## src/core/cmpms_pkg.sv

```systemverilog
// Constants shared by the comparator mode and input select logic
package cmpms_pkg;

  // ==========================================================
  // Register addresses
  localparam logic [7:0] CMPMS_ADDR_STATUS = 8'h9b;
  localparam logic [7:0] CMPMS_ADDR_MODE = 8'h9d;
  localparam logic [7:0] CMPMS_ADDR_INSEL = 8'h9f;
  localparam logic [7:0] CMPMS_SFR_PAGE = 8'h00;

  // ==========================================================
  // Field layout
  localparam int CMPMS_STAT_OUT_BIT = 6;
  localparam int CMPMS_STAT_RISE_BIT = 5;
  localparam int CMPMS_STAT_FALL_BIT = 4;
  localparam int CMPMS_MODE_RIE_BIT = 5;
  localparam int CMPMS_MODE_FIE_BIT = 4;
  localparam int CMPMS_MODE_RM_LSB = 0;
  localparam int CMPMS_INSEL_NEG_LSB = 4;
  localparam int CMPMS_INSEL_POS_LSB = 0;
  localparam logic [7:0] CMPMS_MODE_WMASK = 8'h33;
  localparam logic [7:0] CMPMS_INSEL_WMASK = 8'h77;

  // ==========================================================
  // Reset values
  localparam logic [7:0] CMPMS_MODE_RESET = 8'h02;
  localparam logic [7:0] CMPMS_INSEL_RESET = 8'h00;

  // ==========================================================
  // Package options and multiplexer codes
  typedef enum logic [1:0] {
    CMPMS_PKG_64 = 2'h0,
    CMPMS_PKG_48 = 2'h1,
    CMPMS_PKG_32 = 2'h2,
    CMPMS_PKG_24 = 2'h3
  } cmpms_package_e;

  localparam logic [2:0] CMPMS_CODES_LARGE = 3'h4;
  localparam logic [2:0] CMPMS_CODES_48 = 3'h2;
  localparam logic [2:0] CMPMS_CODE_SMALL = 3'h3;

endpackage : cmpms_pkg

```

## src/core/cmpms_input_mux.sv

```systemverilog
// Decode of comparator input select codes into pin connections
`timescale 1ns/10ps
`default_nettype none

module cmpms_input_mux
  import cmpms_pkg::*;
(
  // Configuration
  input wire cmpms_package_e i_package,
  input wire logic [2:0] i_neg_code,
  input wire logic [2:0] i_pos_code,
  // Connections, at most one set per input over port 1 bits and port 2 bit 0
  output logic [7:0] o_neg_p1,
  output logic o_neg_p2_0,
  output logic [7:0] o_pos_p1
);

  // Port 1 bit 2*code+odd when the code is within the pin count
  function automatic logic [7:0] cmpms_pin_decode(
    input logic [2:0] code,
    input logic odd,
    input cmpms_package_e pkg
  );
    logic [7:0] one;
    logic [3:0] idx;
    one = 8'h01;
    idx = {code, odd};
    cmpms_pin_decode = 8'h00;
    case (pkg)
      CMPMS_PKG_64: begin
        if (code < CMPMS_CODES_LARGE) begin
          cmpms_pin_decode = one << idx[2:0];
        end
      end
      CMPMS_PKG_48: begin
        if (code < CMPMS_CODES_48) begin
          cmpms_pin_decode = one << idx[2:0];
        end
      end
      default: begin
        if (!odd && code == CMPMS_CODE_SMALL) begin
          cmpms_pin_decode = one << idx[2:0];
        end
      end
    endcase
  endfunction : cmpms_pin_decode

  logic small_pkg;

  assign small_pkg = (i_package == CMPMS_PKG_32) ||
                     (i_package == CMPMS_PKG_24);
  assign o_neg_p1 = cmpms_pin_decode(i_neg_code, 1'b1, i_package);
  assign o_pos_p1 = cmpms_pin_decode(i_pos_code, 1'b0, i_package);
  assign o_neg_p2_0 = small_pkg && (i_neg_code == CMPMS_CODE_SMALL);

endmodule : cmpms_input_mux

`default_nettype wire

```

## src/core/cmpms_regs.sv

```systemverilog
// Comparator mode, input select and edge flag registers
`timescale 1ns/10ps
`default_nettype none

module cmpms_regs
  import cmpms_pkg::*;
(
  // Clock and reset
  input wire logic i_clk,
  input wire logic i_reset_n,
  input wire logic i_clk_en,
  // Special-function register port
  input wire logic [7:0] i_sfr_page,
  input wire logic [7:0] i_sfr_addr,
  input wire logic i_sfr_we,
  input wire logic i_sfr_re,
  input wire logic [7:0] i_sfr_wdata,
  output logic [7:0] o_sfr_rdata,
  // Package bonding option
  input wire cmpms_package_e i_package,
  // Analog comparator core
  input wire logic i_cmp_raw,
  output logic [1:0] o_response_mode,
  output logic o_cmp_output_state,
  // Input multiplexer
  output logic [7:0] o_neg_p1,
  output logic o_neg_p2_0,
  output logic [7:0] o_pos_p1,
  // Interrupt side
  output logic o_rise_irq_enable,
  output logic o_fall_irq_enable,
  output logic o_rise_edge_flag,
  output logic o_fall_edge_flag,
  output logic o_irq
);

  typedef struct packed {
    logic [7:0] mode;
    logic [7:0] insel;
    logic sync1;
    logic sync2;
    logic prev;
    logic rise_flag;
    logic fall_flag;
    logic irq;
    logic [7:0] rdata;
    logic [7:0] neg_p1;
    logic neg_p2_0;
    logic [7:0] pos_p1;
  } cmpms_state_s;

  cmpms_state_s st;
  cmpms_state_s next_st;
  logic [7:0] next_insel;
  logic page_hit;
  logic wr_mode;
  logic wr_insel;
  logic wr_stat;
  logic rise_evt;
  logic fall_evt;
  logic [7:0] mux_neg_p1;
  logic mux_neg_p2_0;
  logic [7:0] mux_pos_p1;

  // ==========================================================
  // Address decode
  assign page_hit = (i_sfr_page == CMPMS_SFR_PAGE);
  assign wr_mode = i_sfr_we && page_hit && (i_sfr_addr == CMPMS_ADDR_MODE);
  assign wr_insel = i_sfr_we && page_hit &&
                    (i_sfr_addr == CMPMS_ADDR_INSEL);
  assign wr_stat = i_sfr_we && page_hit &&
                   (i_sfr_addr == CMPMS_ADDR_STATUS);
  assign next_insel = wr_insel ? (i_sfr_wdata & CMPMS_INSEL_WMASK)
                               : st.insel;

  // ==========================================================
  // Input multiplexer decode, registered below
  cmpms_input_mux u_mux (
    .i_package(i_package),
    .i_neg_code(next_insel[CMPMS_INSEL_NEG_LSB +: 3]),
    .i_pos_code(next_insel[CMPMS_INSEL_POS_LSB +: 3]),
    .o_neg_p1(mux_neg_p1),
    .o_neg_p2_0(mux_neg_p2_0),
    .o_pos_p1(mux_pos_p1)
  );

  // Edges seen on the synchronised comparator output
  assign rise_evt = st.sync2 && !st.prev;
  assign fall_evt = !st.sync2 && st.prev;

  // ==========================================================
  // Next state
  always_comb begin
    next_st = st;
    next_st.sync1 = i_cmp_raw;
    next_st.sync2 = st.sync1;
    next_st.prev = st.sync2;
    if (wr_mode) begin
      next_st.mode = i_sfr_wdata & CMPMS_MODE_WMASK;
    end
    next_st.insel = next_insel;
    next_st.neg_p1 = mux_neg_p1;
    next_st.neg_p2_0 = mux_neg_p2_0;
    next_st.pos_p1 = mux_pos_p1;
    // Hardware set wins over a software clear in the same cycle
    next_st.rise_flag = (wr_stat ? i_sfr_wdata[CMPMS_STAT_RISE_BIT]
                                 : st.rise_flag) || rise_evt;
    next_st.fall_flag = (wr_stat ? i_sfr_wdata[CMPMS_STAT_FALL_BIT]
                                 : st.fall_flag) || fall_evt;
    next_st.irq =
      (next_st.rise_flag && next_st.mode[CMPMS_MODE_RIE_BIT]) ||
      (next_st.fall_flag && next_st.mode[CMPMS_MODE_FIE_BIT]);
    if (i_sfr_re) begin
      next_st.rdata = 8'h00;
      if (page_hit) begin
        case (i_sfr_addr)
          CMPMS_ADDR_MODE: next_st.rdata = st.mode;
          CMPMS_ADDR_INSEL: next_st.rdata = st.insel;
          CMPMS_ADDR_STATUS: begin
            next_st.rdata[CMPMS_STAT_OUT_BIT] = st.sync2;
            next_st.rdata[CMPMS_STAT_RISE_BIT] = st.rise_flag;
            next_st.rdata[CMPMS_STAT_FALL_BIT] = st.fall_flag;
          end
          default: next_st.rdata = 8'h00;
        endcase
      end
    end
  end

  // ==========================================================
  // State register, frozen while the clock enable is low
  always_ff @(posedge i_clk or negedge i_reset_n) begin
    if (!i_reset_n) begin
      st <= '0;
      st.mode <= CMPMS_MODE_RESET;
      st.insel <= CMPMS_INSEL_RESET;
      st.neg_p1 <= 8'h00;
      st.pos_p1 <= 8'h00;
    end else if (i_clk_en) begin
      st <= next_st;
    end
  end

  // ==========================================================
  // Outputs
  assign o_sfr_rdata = st.rdata;
  assign o_response_mode = st.mode[CMPMS_MODE_RM_LSB +: 2];
  assign o_cmp_output_state = st.sync2;
  assign o_neg_p1 = st.neg_p1;
  assign o_neg_p2_0 = st.neg_p2_0;
  assign o_pos_p1 = st.pos_p1;
  assign o_rise_irq_enable = st.mode[CMPMS_MODE_RIE_BIT];
  assign o_fall_irq_enable = st.mode[CMPMS_MODE_FIE_BIT];
  assign o_rise_edge_flag = st.rise_flag;
  assign o_fall_edge_flag = st.fall_flag;
  assign o_irq = st.irq;

  logic rd_mode;
  logic rd_insel;
  logic [7:0] exp_neg;
  logic [7:0] one_hot;
  logic [3:0] neg_idx;

  assign rd_mode = i_sfr_re && page_hit && (i_sfr_addr == CMPMS_ADDR_MODE);
  assign rd_insel = i_sfr_re && page_hit &&
                    (i_sfr_addr == CMPMS_ADDR_INSEL);
  assign one_hot = 8'h01;
  assign neg_idx = {st.insel[CMPMS_INSEL_NEG_LSB +: 3], 1'b1};
  assign exp_neg = (st.insel[CMPMS_INSEL_NEG_LSB +: 3] < CMPMS_CODES_LARGE)
                   ? (one_hot << neg_idx[2:0]) : 8'h00;
endmodule : cmpms_regs

`default_nettype wire

```

## config.mk

```make
export PLATFORM = sky130hd
export DESIGN_NAME = cmpms_regs
export DESIGN_NICKNAME = d
export VERILOG_FILES = /design/src/core/cmpms_pkg.sv /design/src/core/cmpms_input_mux.sv /design/src/core/cmpms_regs.sv
export SDC_FILE = /design/constraint.sdc
export NUM_CORES = 1
export LEC_CHECK = 0
export BUFFER_PORTS_ARGS = -buffer_cell sky130_fd_sc_hd__buf_2
export CAP_MARGIN = 20
export CELL_PAD_IN_SITES_DETAIL_PLACEMENT = 2
export CELL_PAD_IN_SITES_GLOBAL_PLACEMENT = 2
export CORE_UTILIZATION = 32
export DETAILED_ROUTE_END_ITERATION = 8
export PLACE_DENSITY_LB_ADDON = 0.1
export SETUP_SLACK_MARGIN = 0.15
export SLEW_MARGIN = 40
export SYNTH_ARGS = -nofsm -noshare
export SYNTH_HDL_FRONTEND = slang
export SYNTH_SLANG_ARGS = --single-unit
export TNS_END_PERCENT = 10
```

## constraint.sdc

```tcl
create_clock -name i_clk -period 4.1 [get_ports i_clk]
set_input_delay 0.41 -clock i_clk [delete_from_list [all_inputs] [get_ports i_clk]]
set_output_delay 0.41 -clock i_clk [all_outputs]
set_load 0.01 [all_outputs]
```

==> impl_metrics.env, run 1 <==
export IMPL_p_leak_uw=0.00101
export IMPL_start_util_pct=33.4
export IMPL_synth_seq_cells=31
export IMPL_grt_max_degree=32
export IMPL_ys_warn_count=0
export IMPL_synth_top_cell_area_share_pct=40.8
export IMPL_maxSlewViolCount=0
export IMPL_rsz0062_at_grt="false"
export IMPL_cts_tree="done"
export IMPL_drcViolationCount=0
export IMPL_cts_htree_levels=2
export IMPL_num_antenna_cells=0
export IMPL_hold_buffers=0
export IMPL_final_hold_viol_count=0
export IMPL_post_cts_setup_buffer_count=0
export IMPL_vias_per_cell=5.10
export IMPL_path_class="in -> reg"
export IMPL_skew_ps=4.45
export IMPL_period_needed_ps=2650
export IMPL_grt_pass1_vias=1700
export IMPL_vias=1473
export IMPL_crit_path_max_fanout=7
export IMPL_setup_viol=0
export IMPL_slew_limit_headroom_pct=51.2
export IMPL_numCtsBuffers=5
export IMPL_synth_most_common_cell="dfrtp_1"
export IMPL_status="completed"
export IMPL_io_pins=65
export IMPL_synth_flop_cell="dfrtp_1"
export IMPL_seq_area_um2=777
export IMPL_dieArea_mm2=0.00605
export IMPL_synth_area_leaders="dfrtp_1 (41%), buf_4 (11%), mux2_2 (6.1%), mux2_4 (3.3%), o2bb2ai_1 (2.9%)"
export IMPL_netlist_instances=180
export IMPL_wire_per_inst_um=17.6
export IMPL_fin_ws_ps=1450
export IMPL_cts_buffer_depth=2
export IMPL_grtUsageTotal_pct=18.5
export IMPL_die_w_um=77.8
export IMPL_arrival_ps=2810
export IMPL_num_nets_final=248
export IMPL_die_y_um=77.8
export IMPL_path_clk_slew_ps=60
export IMPL_core_area_mm2=0.00551
export IMPL_dp_hpwl_um=3930
export IMPL_cts_sinks=31
export IMPL_multi_input_area_um2=828
export IMPL_async_flop_share_pct=100
export IMPL_ys_seq_area_share_pct=42.3
export IMPL_cts_root_buffer="clkbuf_8"
export IMPL_hold_path_class="in -> async"
export IMPL_ir_drop_mv=0.134
export IMPL_synth_common_cells="dfrtp_1 (30), buf_4 (26), mux2_2 (10), nand2_1 (10), o21ai_0 (9)"
export IMPL_globalplace_congestion=0.749
export IMPL_crit_path_end_kind="flip-flop"
export IMPL_tightest_slew_ps=732
export IMPL_grt_pass1_wl_um=8610
export IMPL_yosysTopAreaCell="dfrtp_1"
export IMPL_detail_route_antenna_nets=0
export IMPL_post_cts_resized=0
export IMPL_cellPowerDensity_mw_per_mm2=316
export IMPL_reg2regPathDepth=5
export IMPL_p_total_uw=655
export IMPL_clkLatencyLatePin_ps=280
export IMPL_drt_total_wl_um=5090
export IMPL_rows=27
export IMPL_crit_path_start_kind="primary input"
export IMPL_syn_to_final_growth_pct=12.9
export IMPL_grt_antenna_before_repair=0
export IMPL_grt_remaining_overflow=0
export IMPL_drt_iter0_markers=54
export IMPL_netlist_cell_type_count=40
export IMPL_preCtsSetupSlack_ps=1160
export IMPL_setup_tns_ps=0
export IMPL_min_period_over_period_pct=64.6
export IMPL_n_fill_cell=642
export IMPL_synthesis_area_mm2=0.00184
export IMPL_synth_edf_count=0
export IMPL_cap_violations=0
export IMPL_fmax_mhz=378
export IMPL_port_buffers=52
export IMPL_drive_gt1_share_pct=35.9
export IMPL_dr_pass1_iters=4
export IMPL_crit_required_ps=4260
export IMPL_synth_area_per_cell_um2=10.2
## power breakdown
part	switching, uW	total (uW)	internal, uW
clock network	112	231	119
registers	10.7	329	318
logic	58.0	95.7	37.7
## metal layers
metal,up-vias,routed length (um),track usage [%]
li1,687,-,-
met1,749,2270,22.8
met2,35,2630,33.1
met3,2,179,3.53
met4,0,15,3.96
met5,-,0,0
## cells in the final DEF, fill, tap and decap left out, types with 2 or more instances in the layout
master,count
a21oi_1,8
a22o_1,4
a311oi_1,3
a41oi_1,2
buf_2,52
clkbuf_1,2
clkbuf_8,5
conb_1,10
dfrtp_1,30
inv_1,7
mux2_2,10
mux2_4,4
mux2i_1,5
nand2_1,10
nand2b_1,4
nand3_1,3
nor2_1,7
nor2b_1,6
nor3_1,2
nor4_1,4
o21ai_0,9
o2bb2ai_1,6
o32ai_1,2
or3_1,2
or4_1,2
or4_4,2
## critical path, stage by stage
cell,delay (ps)
buf_2,90
or4_1,570
or4_4,550
or3_1,490
or2_1,370
mux2_4,320
## path summary, 6_finish.rpt
check	from	endpoint	slack, ps
max	i_sfr_page[5]	st[33]	1450
min	i_reset_n	o_sfr_rdata[1]	190
max reg2reg	o_cmp_output_state	o_irq	2610
min reg2reg	o_sfr_rdata[1]	o_sfr_rdata[1]	480
max in group asynchronous	i_reset_n	o_neg_p1[5]	3440
min in group i_clk	i_package[0]	o_pos_p1[4]	350
## kinds of logic (layout without fill, tap and decap cells)
family                 count (synthesis)  count (layout)  share of synthesized area [%]
multiplexers                          19              19                           12.1
AO/OA/AOI/OAI                         41              41                           16.5
flip-flops                            31              31                           42.3
AND/OR/NAND/NOR                       47              47                           14.4
other                                  1              10                          0.204
buffers and inverters                 41              69                           14.5
## metrics by stage
stage / hold slack, ps / util, % / area, um^2 / cells
6_report: 191 / 37.7 / 2070 / 289
5_1_grt: 243 / 37.7 / 2070 / 289
4_1_cts: 215 / 37.7 / 2070 / 289
3_5_place_dp: 471 / 36.2 / 1990 / 281
3_3_place_gp: 460 / 36.2 / 1990 / 281
2_1_floorplan: 114 / - / 1870 / 189
## sequential cells by signal, summed over array words and instances (netlist names)
signal              count
o_sfr_rdata             6
o_neg_p1                4
o_neg_p2_0              1
o_rise_irq_enable       1
o_rise_edge_flag        1
neg_idx                 3
o_fall_edge_flag        1
o_cmp_output_state      1
o_pos_p1                4
o_response_mode         2
st                      4
o_fall_irq_enable       1
o_irq                   1
next_st                 1
## final cells by class
cell class	instances	area share [%]
Clock inverter	1	0.241
Clock buffer	7	3.68
Sequential cell	31	37.5
Timing Repair Buffer	53	12.9
Tap cell	72	4.34
Multi-Input combinational cell	117	39.9
Inverter	8	1.45
No activity file was read; power rests on OpenSTA's default activity.
==> run 2: changes to the inputs <==
- CORE_UTILIZATION: 32 -> 27
- clock period: 4.1 -> 2.41 ns (I/O delays scaled with it)
==> impl_metrics.env, run 2 (synthesis gave the netlist of run 1 again) <==
export IMPL_cap_violations=0
export IMPL_cts_root_buffer="clkbuf_8"
export IMPL_arrival_ps=2410
export IMPL_syn_to_final_growth_pct=22.0
export IMPL_num_nets_final=261
export IMPL_path_class="in -> reg"
export IMPL_worstHoldPathCells=2
export IMPL_drt_iter0_markers=62
export IMPL_worstReg2RegStart="o_cmp_output_state"
export IMPL_cp_cell_sequence="buf_2, or4_4, or4_4, or3_4, mux2_4, o41ai_2"
export IMPL_maxSlewViolCount=0
export IMPL_final_common_cell="buf_2"
export IMPL_crit_required_ps=2590
export IMPL_final_cell_mix="buf_2 (52), dfrtp_1 (30), buf_4 (12)"
export IMPL_dr_pass1_iters=9
export IMPL_drive_gt1_share_pct=41.7
export IMPL_path_clk_slew_ps=70
export IMPL_num_antenna_cells=0
export IMPL_crit_path_max_fanout=4
export IMPL_hold_path_class="in -> reg"
export IMPL_detail_route_antenna_nets=0
export IMPL_cellPowerDensity_mw_per_mm2=533
export IMPL_die_w_um=84.5
export IMPL_drt_total_wl_um=5340
export IMPL_n_fill_cell=732
export IMPL_vias_per_cell=4.97
export IMPL_dieArea_mm2=0.00714
export IMPL_numCtsBuffers=5
export IMPL_cts_sinks=31
export IMPL_grt_pass1_vias=1757
export IMPL_period_needed_ps=2230
export IMPL_rsz0062_at_grt="true"
export IMPL_reg2regPathDepth=5
export IMPL_wire_per_inst_um=17.4
export IMPL_globalplace_congestion=0.800
export IMPL_final_util_pct=34.7
export IMPL_core_area_mm2=0.00646
export IMPL_dp_hpwl_um=4110
export IMPL_grt_remaining_overflow=0
export IMPL_status="complete, but fails checks"
export IMPL_fmax_mhz=447
export IMPL_grt_pass1_wl_um=8900
export IMPL_start_util_pct=28.5
export IMPL_startpoint="i_sfr_page[1]"
export IMPL_crit_path_start_kind="primary input"
export IMPL_crit_path_end_kind="flip-flop"
export IMPL_final_instance_count_excl_fill=307
export IMPL_grtUsageTotal_pct=16.2
export IMPL_largest_register_ffs=6
export IMPL_critPathSlowestCell="or4_4"
export IMPL_cp_common_cell="or4_4"
export IMPL_cts_htree_levels=2
export IMPL_die_y_um=84.5
export IMPL_ir_drop_mv=0.216
export IMPL_drcViolationCount=4
export IMPL_cts_tree="done"
export IMPL_p_leak_uw=0.00109
export IMPL_post_cts_setup_buffer_count=0
export IMPL_setup_viol=0
export IMPL_p_total_uw=1200
export IMPL_min_period_over_period_pct=92.7
export IMPL_cp_slowest_stage_delay_ps=560
export IMPL_port_buffers=52
export IMPL_violations="DRC"
export IMPL_clkLatencyLatePin_ps=280
export IMPL_hold_ws_ps=184
export IMPL_io_pins=65
export IMPL_grt_max_degree=32
export IMPL_cts_buffer_depth=2
export IMPL_final_hold_viol_count=0
export IMPL_rrSetupSlack_ps=950
export IMPL_skew_ps=4.00
export IMPL_grt_antenna_before_repair=0
export IMPL_hp_start="i_package[0]"
export IMPL_crit_end="o_pos_p1[4]"
export IMPL_r2r_end="o_irq"
export IMPL_dp_cells=297
export IMPL_vias=1526
export IMPL_rows=29
==> run 2: metal layers <==
metal  track usage [%]  up-vias  wire length, um  share of wire (%)
li1                  -      716                -                  -
met1              20.4      775             2390                 45
met2              27.9       30             2720                 51
met3              3.15        5              178                3.3
met4              4.93        0               48               0.90
met5                 0        -                0                  0
==> run 2: area by class of cell <==
cell class	count	area (um^2)	area share, %
Multi-Input combinational cell	117	851	37.9
Sequential cell	31	777	34.7
Timing Repair Buffer	66	388	17.3
Clock buffer	8	100	4.46
Tap cell	77	96.3	4.30
Inverter	8	30.0	1.34
==> run 2: how the worst min path moves through the flow <==
stage,end,slack [ps]
final,o_pos_p1[4],180
after global routing,o_pos_p1[4],180
after CTS,o_fall_irq_enable,50
after detailed placement,o_sfr_rdata[5],360
after global placement,o_sfr_rdata[5],340
after floorplan,neg_idx[1],-50
==> run 2: what timing repair did <==
action	4_1_cts	5_1_grt
endpoints found under the setup margin	9	6
pin swaps	0	2
hold buffers	0	1
gates resized for setup	3	1
hold endpoints to repair	0	14
==> run 2: power breakdown <==
| group | switching (uW) | leakage, uW | internal (uW) | total, uW |
|---|---|---|---|---|
| Clock | 196 | 0.0000515 | 261 | 456 |
| Sequential | 19.2 | 0.000395 | 541 | 561 |
| Combinational | 103 | 0.000642 | 75.0 | 178 |
==> run 2: stage by stage <==
stage / area, um^2 / setup TNS, ps / setup slack [ps]
final: 2240 / 0 / 175
after global routing: 2240 / 0 / 127
after CTS: 2200 / 0 / 133
after detailed placement: 2090 / -2330 / -238
after global placement: 2090 / -1950 / -206
after floorplan: 1880 / -335 / -108
==> run 2: worst max-delay path, delay by kind of cell <==
kind	cells	cell delay, ps
muxes	1	330
AOI/OAI and AO/OA	1	270
buffers and inverters	1	100
and+or+nand+nor	3	1470
